==> config.mk <==
export PLATFORM = sky130hd
export DESIGN_NAME = ppo_port
export DESIGN_NICKNAME = d
export VERILOG_FILES = /design/src/ppo_pkg.sv /design/src/ppo_pin.sv /design/src/ppo_port.sv
export SDC_FILE = /design/constraint.sdc
export NUM_CORES = 1
export LEC_CHECK = 0
export BUFFER_PORTS_ARGS = -buffer_cell sky130_fd_sc_hd__buf_2
export CAP_MARGIN = 20
export CORE_ASPECT_RATIO = 0.9
export CORE_UTILIZATION = 42
export DETAILED_ROUTE_END_ITERATION = 10
export PLACE_DENSITY = 0.81
export SYNTH_ARGS = -nofsm -noshare
export SYNTH_HDL_FRONTEND = slang
export SYNTH_HIERARCHICAL = 1
export SYNTH_SLANG_ARGS = --single-unit
==> constraint.sdc <==
create_clock -name clk_i -period 1.2 [get_ports clk_i]
set_input_delay 0.12 -clock clk_i [delete_from_list [all_inputs] [get_ports clk_i]]
set_output_delay 0.12 -clock clk_i [all_outputs]
set_load 0.02 [all_outputs]
==> src/ppo_pkg.sv <==
// package: constants for the port pin override and sleep clamp block
package ppo_pkg;
    localparam int  PPO_PINS_DEF     = 8;
    localparam logic PPO_RST_BIT     = 1'b0;
    localparam logic [2:0] PPO_PULLUP_CODE = 3'h2;
    localparam int  PPO_CLK_PERIOD_NS = 100;
    localparam int  PPO_SYNC_STAGES  = 2;
    typedef enum logic [1:0] {
        PPO_MODE_ACTIVE   = 2'h0,
        PPO_MODE_IDLE     = 2'h1,
        PPO_MODE_DEEP     = 2'h2,
        PPO_MODE_RSVD     = 2'h3
    } ppo_mode_t;
endpackage : ppo_pkg

==> src/ppo_pin.sv <==
// module: logic of one port pin
`timescale 1ns/10ps
`default_nettype none
module ppo_pin (
    input  wire logic clk_i,
    input  wire logic rst_b_i,
    input  wire logic sleep_clamp_i,
    input  wire logic global_pullup_kill_i,
    input  wire logic pin_drive_select_bit_i,
    input  wire logic pin_output_value_bit_i,
    input  wire logic pullup_override_enable_i,
    input  wire logic pullup_override_value_i,
    input  wire logic drive_override_enable_i,
    input  wire logic drive_override_value_i,
    input  wire logic value_override_enable_i,
    input  wire logic value_override_value_i,
    input  wire logic input_gate_override_enable_i,
    input  wire logic input_gate_override_value_i,
    input  wire logic pad_i,
    output logic      pad_o,
    output logic      pad_oe_o,
    output logic      pullup_o,
    output logic      raw_pin_input_to_alt_o,
    output logic      pin_sample_bit_o
);
    import ppo_pkg::*;

    typedef struct packed {
        logic oe;
        logic val;
        logic pu;
        logic raw_meta;
        logic raw;
        logic smp;
    } ppo_pin_st_t;

    ppo_pin_st_t st_q;
    ppo_pin_st_t st_d;
    logic        in_en;
    logic        gated;

    always_comb begin
        st_d = st_q;
        // drive enable and value
        st_d.oe  = drive_override_enable_i ? drive_override_value_i
                                           : pin_drive_select_bit_i;
        st_d.val = value_override_enable_i ? value_override_value_i
                                           : pin_output_value_bit_i;
        // pull-up
        if (pullup_override_enable_i) begin
            st_d.pu = pullup_override_value_i;
        end else begin
            st_d.pu = ({pin_drive_select_bit_i, pin_output_value_bit_i,
                        global_pullup_kill_i} == PPO_PULLUP_CODE);
        end
        // input gate and clamp to ground
        in_en = input_gate_override_enable_i ? input_gate_override_value_i
                                             : ~sleep_clamp_i;
        gated = pad_i & in_en;
        st_d.raw_meta = gated;
        st_d.raw      = st_q.raw_meta;
        st_d.smp      = st_q.raw;
    end

    always_ff @(posedge clk_i or negedge rst_b_i) begin
        if (!rst_b_i) begin
            st_q <= '0;
        end else begin
            st_q <= st_d;
        end
    end

    assign pad_oe_o               = st_q.oe;
    assign pad_o                  = st_q.val;
    assign pullup_o               = st_q.pu;
    assign raw_pin_input_to_alt_o = st_q.raw;
    assign pin_sample_bit_o       = st_q.smp;

    property p_pull_rule;
        @(posedge clk_i) disable iff (!rst_b_i)
        (!pullup_override_enable_i && global_pullup_kill_i) |=> !pullup_o;
    endproperty
    a_pull_rule: assert property (p_pull_rule)
        else $error("pull-up on while globally disabled");

    property p_pull_ovr;
        @(posedge clk_i) disable iff (!rst_b_i)
        pullup_override_enable_i |=> (pullup_o == $past(pullup_override_value_i));
    endproperty
    a_pull_ovr: assert property (p_pull_ovr)
        else $error("pull-up ignores override");

    property p_drive_ovr;
        @(posedge clk_i) disable iff (!rst_b_i)
        drive_override_enable_i |=> (pad_oe_o == $past(drive_override_value_i));
    endproperty
    a_drive_ovr: assert property (p_drive_ovr)
        else $error("driver ignores override");

    property p_drive_reg;
        @(posedge clk_i) disable iff (!rst_b_i)
        !drive_override_enable_i |=> (pad_oe_o == $past(pin_drive_select_bit_i));
    endproperty
    a_drive_reg: assert property (p_drive_reg)
        else $error("driver not from direction bit");

    property p_val_ovr;
        @(posedge clk_i) disable iff (!rst_b_i)
        value_override_enable_i |=> (pad_o == $past(value_override_value_i));
    endproperty
    a_val_ovr: assert property (p_val_ovr)
        else $error("value ignores override");

    property p_clamp;
        @(posedge clk_i) disable iff (!rst_b_i)
        (sleep_clamp_i && !input_gate_override_enable_i)[*2] |=> !raw_pin_input_to_alt_o;
    endproperty
    a_clamp: assert property (p_clamp)
        else $error("input not clamped in sleep");

    property p_gate_ovr;
        @(posedge clk_i) disable iff (!rst_b_i)
        (input_gate_override_enable_i && !input_gate_override_value_i)[*2]
            |=> !raw_pin_input_to_alt_o;
    endproperty
    a_gate_ovr: assert property (p_gate_ovr)
        else $error("input gate override ignored");

    property p_sample;
        @(posedge clk_i) disable iff (!rst_b_i)
        ##1 1'b1 |-> (pin_sample_bit_o == $past(raw_pin_input_to_alt_o));
    endproperty
    a_sample: assert property (p_sample)
        else $error("sample bit not one stage behind");
endmodule : ppo_pin
`default_nettype wire

==> src/ppo_port.sv <==
// module: one port of pins with sleep clamp and alternate-function overrides
`timescale 1ns/10ps
`default_nettype none
// Notes on behaviour
// sleep clamp grounds input before trigger
// clamp in deep sleep, never active/idle
// enabled external interrupt bypasses clamp
// clamp release sets flag on high pin
// pull-ups off during reset
// no override: pull-up when code 010
// pull-up override value wins outright
// driver enable from override or direction
// drive override value wins outright
// driven value from override or bit
// value override ignores output bit
// input enable from override or sleep
// input gate override ignores sleep state
// alternate modules get raw input after two register stages
// analog path wired straight to pad
// peripherals supply override signals
// strobes per port, clamp global, overrides per pin
// direction one drives, zero inputs
// global kill turns off all pull-ups without override
// pins tri-state immediately on reset
// sample bit through two-stage synchroniser
module ppo_port #(
    parameter int PINS = ppo_pkg::PPO_PINS_DEF
) (
    input  wire logic                 clk_i,
    input  wire logic                 rst_b_i,
    input  wire ppo_pkg::ppo_mode_t   sleep_mode_i,
    input  wire logic                 global_pullup_kill_i,
    input  wire logic [PINS-1:0]      pin_drive_select_bit_i,
    input  wire logic [PINS-1:0]      pin_output_value_bit_i,
    input  wire logic [PINS-1:0]      ext_irq_pin_i,
    input  wire logic [PINS-1:0]      ext_irq_enable_i,
    input  wire logic [PINS-1:0]      ext_irq_async_edge_i,
    input  wire logic [PINS-1:0]      ext_irq_flag_clear_i,
    input  wire logic [PINS-1:0]      pullup_override_enable_i,
    input  wire logic [PINS-1:0]      pullup_override_value_i,
    input  wire logic [PINS-1:0]      drive_override_enable_i,
    input  wire logic [PINS-1:0]      drive_override_value_i,
    input  wire logic [PINS-1:0]      value_override_enable_i,
    input  wire logic [PINS-1:0]      value_override_value_i,
    input  wire logic [PINS-1:0]      input_gate_override_enable_i,
    input  wire logic [PINS-1:0]      input_gate_override_value_i,
    // analog path taps the pad ahead of this logic and is never gated here
    input  wire logic [PINS-1:0]      pad_i,
    output logic      [PINS-1:0]      pad_o,
    output logic      [PINS-1:0]      pad_oe_o,
    output logic      [PINS-1:0]      pullup_o,
    output logic      [PINS-1:0]      raw_pin_input_to_alt_o,
    output logic      [PINS-1:0]      pin_sample_bit_o,
    output logic      [PINS-1:0]      ext_irq_flag_o,
    output logic                      sleep_clamp_o
);
    import ppo_pkg::*;

    // ****************************************
    // state
    // ****************************************
    typedef struct packed {
        logic            clamp;
        logic [PINS-1:0] prev_raw;
        logic [PINS-1:0] flag;
    } ppo_port_st_t;

    ppo_port_st_t st_q;
    ppo_port_st_t st_d;

    logic [PINS-1:0] gate_en;
    logic [PINS-1:0] gate_val;
    logic [PINS-1:0] raw_w;

    // ****************************************
    // next state
    // ****************************************
    always_comb begin
        st_d = st_q;
        unique case (sleep_mode_i)
            PPO_MODE_ACTIVE: st_d.clamp = 1'b0;
            PPO_MODE_IDLE:   st_d.clamp = 1'b0;
            PPO_MODE_DEEP:   st_d.clamp = 1'b1;
            default:         st_d.clamp = 1'b0;
        endcase
        st_d.prev_raw = raw_w;
        for (int i = 0; i < PINS; i++) begin
            // edge after clamp release is a real change and sets the flag
            if (ext_irq_pin_i[i] && ext_irq_async_edge_i[i]
                && (raw_w[i] != st_q.prev_raw[i])) begin
                st_d.flag[i] = 1'b1;
            end else if (ext_irq_flag_clear_i[i]) begin
                st_d.flag[i] = 1'b0;
            end
        end
    end

    // enabled external interrupt holds the input gate open
    always_comb begin
        for (int i = 0; i < PINS; i++) begin
            if (ext_irq_pin_i[i] && ext_irq_enable_i[i]) begin
                gate_en[i]  = 1'b1;
                gate_val[i] = 1'b1;
            end else begin
                gate_en[i]  = input_gate_override_enable_i[i];
                gate_val[i] = input_gate_override_value_i[i];
            end
        end
    end

    always_ff @(posedge clk_i or negedge rst_b_i) begin
        if (!rst_b_i) begin
            st_q <= '0;
        end else begin
            st_q <= st_d;
        end
    end

    // ****************************************
    // pins
    // ****************************************
    for (genvar g = 0; g < PINS; g++) begin : g_pin
        ppo_pin u_pin (
            .clk_i                        (clk_i),
            .rst_b_i                      (rst_b_i),
            .sleep_clamp_i                (st_q.clamp),
            .global_pullup_kill_i         (global_pullup_kill_i),
            .pin_drive_select_bit_i       (pin_drive_select_bit_i[g]),
            .pin_output_value_bit_i       (pin_output_value_bit_i[g]),
            .pullup_override_enable_i     (pullup_override_enable_i[g]),
            .pullup_override_value_i      (pullup_override_value_i[g]),
            .drive_override_enable_i      (drive_override_enable_i[g]),
            .drive_override_value_i       (drive_override_value_i[g]),
            .value_override_enable_i      (value_override_enable_i[g]),
            .value_override_value_i       (value_override_value_i[g]),
            .input_gate_override_enable_i (gate_en[g]),
            .input_gate_override_value_i  (gate_val[g]),
            .pad_i                        (pad_i[g]),
            .pad_o                        (pad_o[g]),
            .pad_oe_o                     (pad_oe_o[g]),
            .pullup_o                     (pullup_o[g]),
            .raw_pin_input_to_alt_o       (raw_w[g]),
            .pin_sample_bit_o             (pin_sample_bit_o[g])
        );
    end

    assign raw_pin_input_to_alt_o = raw_w;
    assign ext_irq_flag_o         = st_q.flag;
    assign sleep_clamp_o          = st_q.clamp;

    // ****************************************
    // checks
    // ****************************************
    property p_clamp_modes;
        @(posedge clk_i) disable iff (!rst_b_i)
        (sleep_mode_i == PPO_MODE_DEEP) |=> sleep_clamp_o;
    endproperty
    a_clamp_modes: assert property (p_clamp_modes)
        else $error("clamp missing in deep sleep");

    property p_no_clamp_active;
        @(posedge clk_i) disable iff (!rst_b_i)
        (sleep_mode_i inside {PPO_MODE_ACTIVE, PPO_MODE_IDLE}) |=> !sleep_clamp_o;
    endproperty
    a_no_clamp_active: assert property (p_no_clamp_active)
        else $error("clamp in active or idle");

    property p_flag_set_wins;
        @(posedge clk_i) disable iff (!rst_b_i)
        (ext_irq_pin_i[0] && ext_irq_async_edge_i[0]
         && raw_w[0] != st_q.prev_raw[0]) |=> ext_irq_flag_o[0];
    endproperty
    a_flag_set_wins: assert property (p_flag_set_wins)
        else $error("interrupt flag not set on change");

    property p_irq_bypass;
        @(posedge clk_i) disable iff (!rst_b_i)
        (ext_irq_pin_i[0] && ext_irq_enable_i[0] && pad_i[0])[*3]
            |-> raw_w[0];
    endproperty
    a_irq_bypass: assert property (p_irq_bypass)
        else $error("enabled interrupt pin clamped");

    property p_clamp_rsvd;
        @(posedge clk_i) disable iff (!rst_b_i)
        (sleep_mode_i == PPO_MODE_RSVD) |=> !sleep_clamp_o;
    endproperty
    a_clamp_rsvd: assert property (p_clamp_rsvd)
        else $error("clamp in unused mode code");

    // async reset clears the pins before any clock edge arrives
    property p_reset_quiet;
        @(posedge clk_i)
        (!rst_b_i)[*2]
            |-> ((pullup_o == '0) && (pad_oe_o == '0));
    endproperty
    a_reset_quiet: assert property (p_reset_quiet)
        else $error("pin driven or pulled up in reset");

    // ****************************************
    // per-pin checks
    // ****************************************
    // raw input follows an open gate two edges later
    for (genvar g = 0; g < PINS; g++) begin : g_chk
        property p_pull_code;
            @(posedge clk_i) disable iff (!rst_b_i)
            !pullup_override_enable_i[g] |=> (pullup_o[g] == $past(!pin_drive_select_bit_i[g]
                && pin_output_value_bit_i[g] && !global_pullup_kill_i));
        endproperty
        a_pull_code: assert property (p_pull_code)
            else $error("pull-up not set by direction and value bits");

        // without overrides the register bits steer the pin
        property p_val_reg;
            @(posedge clk_i) disable iff (!rst_b_i)
            !value_override_enable_i[g] |=> (pad_o[g] == $past(pin_output_value_bit_i[g]));
        endproperty
        a_val_reg: assert property (p_val_reg)
            else $error("driven value not from output bit");

        property p_dir_out;
            @(posedge clk_i) disable iff (!rst_b_i)
            (!drive_override_enable_i[g] && pin_drive_select_bit_i[g]) |=> pad_oe_o[g];
        endproperty
        a_dir_out: assert property (p_dir_out)
            else $error("direction one does not drive");

        property p_dir_in;
            @(posedge clk_i) disable iff (!rst_b_i)
            (!drive_override_enable_i[g] && !pin_drive_select_bit_i[g]) |=> !pad_oe_o[g];
        endproperty
        a_dir_in: assert property (p_dir_in)
            else $error("direction zero still drives");

        property p_open_awake;
            @(posedge clk_i) disable iff (!rst_b_i)
            (!input_gate_override_enable_i[g] && !ext_irq_enable_i[g] && !sleep_clamp_o
             && pad_i[g])[*2] |=> raw_pin_input_to_alt_o[g];
        endproperty
        a_open_awake: assert property (p_open_awake)
            else $error("awake input gated off");

        property p_gate_open;
            @(posedge clk_i) disable iff (!rst_b_i)
            (input_gate_override_enable_i[g] && input_gate_override_value_i[g] && pad_i[g])[*2]
                |=> raw_pin_input_to_alt_o[g];
        endproperty
        a_gate_open: assert property (p_gate_open)
            else $error("open input gate override ignored");

        property p_irq_open;
            @(posedge clk_i) disable iff (!rst_b_i)
            (ext_irq_pin_i[g] && ext_irq_enable_i[g] && pad_i[g])[*2]
                |=> raw_pin_input_to_alt_o[g];
        endproperty
        a_irq_open: assert property (p_irq_open)
            else $error("enabled interrupt pin gated off");

        property p_irq_clamped;
            @(posedge clk_i) disable iff (!rst_b_i)
            (ext_irq_pin_i[g] && !ext_irq_enable_i[g] && !input_gate_override_enable_i[g]
             && sleep_clamp_o)[*2] |=> !raw_pin_input_to_alt_o[g];
        endproperty
        a_irq_clamped: assert property (p_irq_clamped)
            else $error("disabled interrupt pin not clamped");

        // flag: any raw change on an edge-armed pin sets it, set beats clear
        property p_flag_set;
            @(posedge clk_i) disable iff (!rst_b_i)
            (ext_irq_pin_i[g] && ext_irq_async_edge_i[g]
             && $changed(raw_pin_input_to_alt_o[g])) |=> ext_irq_flag_o[g];
        endproperty
        a_flag_set: assert property (p_flag_set)
            else $error("interrupt flag missed a change");

        property p_flag_hold;
            @(posedge clk_i) disable iff (!rst_b_i)
            (ext_irq_flag_o[g] && !ext_irq_flag_clear_i[g]) |=> ext_irq_flag_o[g];
        endproperty
        a_flag_hold: assert property (p_flag_hold)
            else $error("interrupt flag dropped without clear");

        property p_flag_clear;
            @(posedge clk_i) disable iff (!rst_b_i)
            (ext_irq_flag_clear_i[g] && !(ext_irq_pin_i[g] && ext_irq_async_edge_i[g]
             && $changed(raw_pin_input_to_alt_o[g]))) |=> !ext_irq_flag_o[g];
        endproperty
        a_flag_clear: assert property (p_flag_clear)
            else $error("interrupt flag survived clear");

        property p_flag_quiet;
            @(posedge clk_i) disable iff (!rst_b_i)
            (!ext_irq_flag_o[g] && !(ext_irq_pin_i[g] && ext_irq_async_edge_i[g]
             && $changed(raw_pin_input_to_alt_o[g]))) |=> !ext_irq_flag_o[g];
        endproperty
        a_flag_quiet: assert property (p_flag_quiet)
            else $error("interrupt flag set without change");
    end
endmodule : ppo_port
`default_nettype wire

Word-level counts from Yosys, hierarchy flattened:

Cells that the tools add are included.
W data, S select, Z words.

* bits of input ports: 125
* register bits: 65

* reductions and logical operators: 32
* bitwise gates (word level): 9
* muxes and demuxes: 65
* equality and inequality tests: 17

Operators by type and width (count)
* $mux W1: 65
* $eq A3 B2 Y1 const B: 8
* $logic_and A1 B1 Y1: 24
* $reduce_bool A2 Y1: 8
* $and A1 B1 Y1: 8
* $ne A1 B1 Y1: 8
* $eq A2 B2 Y1 const B: 1
* $not A1 Y1: 1

Depth between registers and ports, before layout:

* depth in word-level cells: 4
* mapped depth: 3
* depth with buffers taken out: 3

Hierarchy:

The synthesis kept the hierarchy.

Modules (own cells, without submodules)
* ppo_pin: times used 8, seq. area each 150.1 um^2, area each 211.5 um^2, cells an instance 15
* ppo_port: times used 1, seq. area each 425.4 um^2, area each 902.1 um^2, cells an instance 82

Least setup slack after synthesis:

Ideal clock, no wire load.

* path kind: reg-to-reg
* start: reg st_q (netlist bit sleep_clamp_o)
* end: reg g_pin[0].u_pin.st_q (netlist bit g_pin[0].u_pin/st_d[1])
* data arrival time: 841 ps
* data required time: 1122 ps
* setup slack: 282 ps
* period minus slack after synthesis: 918 ps
* path buffers: 0
* stages on the path, launching flop included: 3
* library setup time: 78 ps
* path through: dfrtp_1 > or2_1 > a21boi_1

* longest elaborated chain between the ends: 3

RTL lines
* from (decl): line ppo_port.sv:68 `ppo_port_st_t st_q;`
* from (signal assigned): line ppo_port.sv:115 `st_q <= st_d;`
* $not A1 Y1: line ppo_pin.sv:58 `: ~sleep_clamp_i;`
* $mux W1: line ppo_pin.sv:57 `in_en = input_gate_override_enable_i ? input_gate_override_value_i`
* $and A1 B1 Y1: line ppo_pin.sv:59 `gated = pad_i & in_en;`
* net g_pin[0].u_pin.gated: line ppo_pin.sv:40 `logic gated;`
* to (signal assigned): line ppo_pin.sv:69 `st_q <= st_d;`
* to (decl): line ppo_pin.sv:37 `ppo_pin_st_t st_q;`

The timed path passes the listed nets, and every way through them passes these cells.
A chain may end at the register's enable or synchronous reset.

==> impl_results.md <==
- Routed Antenna Nets: 0
- Power Density: 1300 nW/um^2
- Clock skew: 6.82 ps
- Crit path capture type: register
- Syn_nets: 327
- Post-DR wirelength/cell: 13.2 um
- Antenna diodes: 0
- Clock root buffer: clkbuf_8
- R2R depth: 2
- Largest net degree at the start of global routing: 66
- WL met3: 472 um
- Routability congestion estimate: 0.789
- CTS Buf Count: 9
- Grt ovf: 0
- Post-CTS setup buffers: 0
- R2R Setup Slk: 260 ps
- Most common cell in the netlist: dfrtp_1
- Multi-input logic area: 787 sq um
- Via density: 4.61
- Worst EP arrival: 1380 ps
- Worst-Margin Slew: 333 ps
- IO Port Bufs: 173
- Clock latency on the worst-skew pair: 330 ps
- Max Used Layer: met4
- Cell taking the most area after synthesis: dfrtp_1
- H-tree depth: 3
- Final Setup Violations: 0
- Detailed-route DRC error count: 9
- Via count: 2280
- Met1 Wirelength: 2300 um
- Ys flop type: dfrtp_1
- Total track usage: 21.3%
- Die height: 76.6 um
- Synth Cell Area: 2590 sq um
- Pins Over Slew Limit: 0
- Peak supply drop: 0.000844 V
- Worst setup SP type: input pin
- First-pass GRT wire length: 10400 um
- Area growth from synthesis to layout: 60.3%
- Synth top cells by count: dfrtp_1 (65), nand2_1 (32), a21o_1 (16), buf_4 (16), inv_1 (16)
- CTS tree: built
- Fmax: 894 MHz
- Ports: 174
- RSZ-0062 raised after global routing: false
- Worst hold start: drive_override_value_i[2]
- Clock Pin Slew Worst Setup and Hold Paths: 70 ps
- Post-DP HPWL: 4330 um
- Failing checks: design-rule violations
- Clock share of power: 36.7%
- Met2 WL: 3600 um
- Fin. Hold Viols: 0
- Row Count: 26
- YS warnings: 6
- CP Class: input pin to register
- CP Max Fanout: 1
- Worst Hold Path EP: g_pin[2].u_pin/pad_oe_o
- Hold path depth: 2
- Cell leakage power: 0.00225 uW
- Cell Int Power: 4030 uW
- Initial antenna violation count: 0
- Fin crit period: 1120 ps
- Hold Path Class: input pin to register
- Share of post-route cells with drive strength above 1: 50.6%
- Final wirelength: 6510 um
- Final setup TNS: 0 ps
- EDFF count, synth: 0
- Initial Util: 44.5%
- WHS: 21.5 ps
- Die area: 6490 sq um
- CP required: 1470 ps
- FF+latch count, synth: 65
- Maxcap violations: 0
- Worst R2R End: g_pin[3].u_pin/st_d[1]
- Reg area: 1630 sq um
- Fill cells: 412
- Outcome: complete, but fails checks
- First-pass DRT Iterations: 8
- Core outline area: 5820 sq um
- Seq/Total Area, Yosys: 62.7%
- DRT iter0 DRCs: 55
- Clk sinks: 65
- Largest cells by area after synthesis: dfrtp_1 (63%), o41ai_2 (5.0%), a21o_1 (4.6%), buf_4 (4.6%), nand2_1 (4.6%)
- Die Wd: 84.8 um
- Slew headroom: 77.8%
- Critical R2R Launch: sleep_clamp_o
- Crit share post-route: 93.2%
- Total Power: 5410 uW
- Vias in the first global route: 2355
- Ys async rst share: 100%
- Synthesized area per cell: 12.8 sq um
- Synth cell types: 13
- Deepest clock path buffer count: 2
- Flop pwr share: 45.0%
- Synth top area share: 62.7%
- Cells after Synth: 202
- Psw: 1380 uW
- Nets: 545
- Net Sw Frac: 25.6%
- Combinational power share: 18.3%
## power by group through the flow
stage / clock network (uW) / registers, uW / logic [uW]
after global placement: 0 / 2470 / 846
final: 1980 / 2440 / 989
after global routing: 2150 / 2460 / 1070
after detailed placement: 0 / 2480 / 864
after floorplan: 0 / 2580 / 377
after CTS: 2040 / 2440 / 987
## area by class of cell
class,instances,area share [%]
Multi-Input combinational cell,105,18.9
Inverter,16,1.44
Tap cell,70,2.11
Clock buffer,9,2.98
Sequential cell,65,39.2
Clock inverter,7,2.29
Timing Repair Buffer,223,33.1
## per-stage QoR
step | instance area [sq um] | setup WS (ps) | instances | util [%]
after global placement | 3450 | 292 | 430 | 59.2
after CTS | 4160 | 75.1 | 495 | 71.4
after global routing | 4160 | 48.5 | 495 | 71.4
final | 4160 | 81.5 | 495 | 71.4
after floorplan | 2590 | 282 | 202 | -
after detailed placement | 3450 | 241 | 430 | 59.2
## what timing repair did
action	CTS	global route
hold buffers	49	0
hold endpoints to repair	91	0
setup endpoints to repair	1	0
resized for setup	1	0
## cells by family after synthesis
kind of cell / share of synthesized area (%)
AOI/OAI and AO/OA: 17.4
DFF: 62.7
muxes: 3.47
buffers and inverters: 6.95
and+or+nand+nor: 6.80
xor gates and xnor gates: 2.70
## registers in the layout, summed over array words and instances, names as in the netlist
name and flops:
g_pin.u_pin/raw_pin_input_to_alt_o 8, ext_irq_flag_o 8, sleep_clamp_o 1, st_q 8, g_pin.u_pin/pin_sample_bit_o 8, g_pin.u_pin/st_d 8, g_pin.u_pin/pad_o 8, g_pin.u_pin/pad_oe_o 8
g_pin.u_pin/pullup_o 8
## routing by layer
layer / vias up / track usage, %
met5: - / 0
met1: 1066 / 20.4
met3: 12 / 8.34
li1: 1099 / -
met2: 103 / 40.0
met4: 0 / 9.32
## worst max path at each step
stage                        endpoint  slack, ps  cells after the start             from
6_report                sleep_clamp_o         80                      4  sleep_mode_i[0]
5_1_grt                 sleep_clamp_o         50                      4  sleep_mode_i[0]
4_1_cts                 sleep_clamp_o         80                      1    sleep_clamp_o
3_5_place_dp   g_pin[3].u_pin/st_d[1]        240                      2    sleep_clamp_o
3_3_place_gp   g_pin[1].u_pin/st_d[1]        290                      2    sleep_clamp_o
2_1_floorplan  g_pin[0].u_pin/st_d[1]        280                      2    sleep_clamp_o
## worst max-delay path, cell delays in order
cell and delay (ps):
dlygate4sd3_1 520, buf_2 120, nor2b_1 80, dlygate4sd3_1 540
## placed cells by master, fill, tap and decap left out, drive strengths merged
| master | count |
|---|---|
| clkbuf | 9 |
| xnor2 | 8 |
| a21o | 16 |
| buf | 174 |
| a21boi | 8 |
| mux2 | 8 |
| dfrtp | 65 |
| o41ai | 8 |
| nor2b | 1 |
| or2 | 8 |
| nand2 | 32 |
| clkinvlp | 1 |
| bufinv | 2 |
| dlygate4sd3 | 49 |
| o22ai | 8 |
| inv | 16 |
| o21ai | 8 |
| clkinv | 4 |
Note: power is estimated with default switching activity, not from simulation.
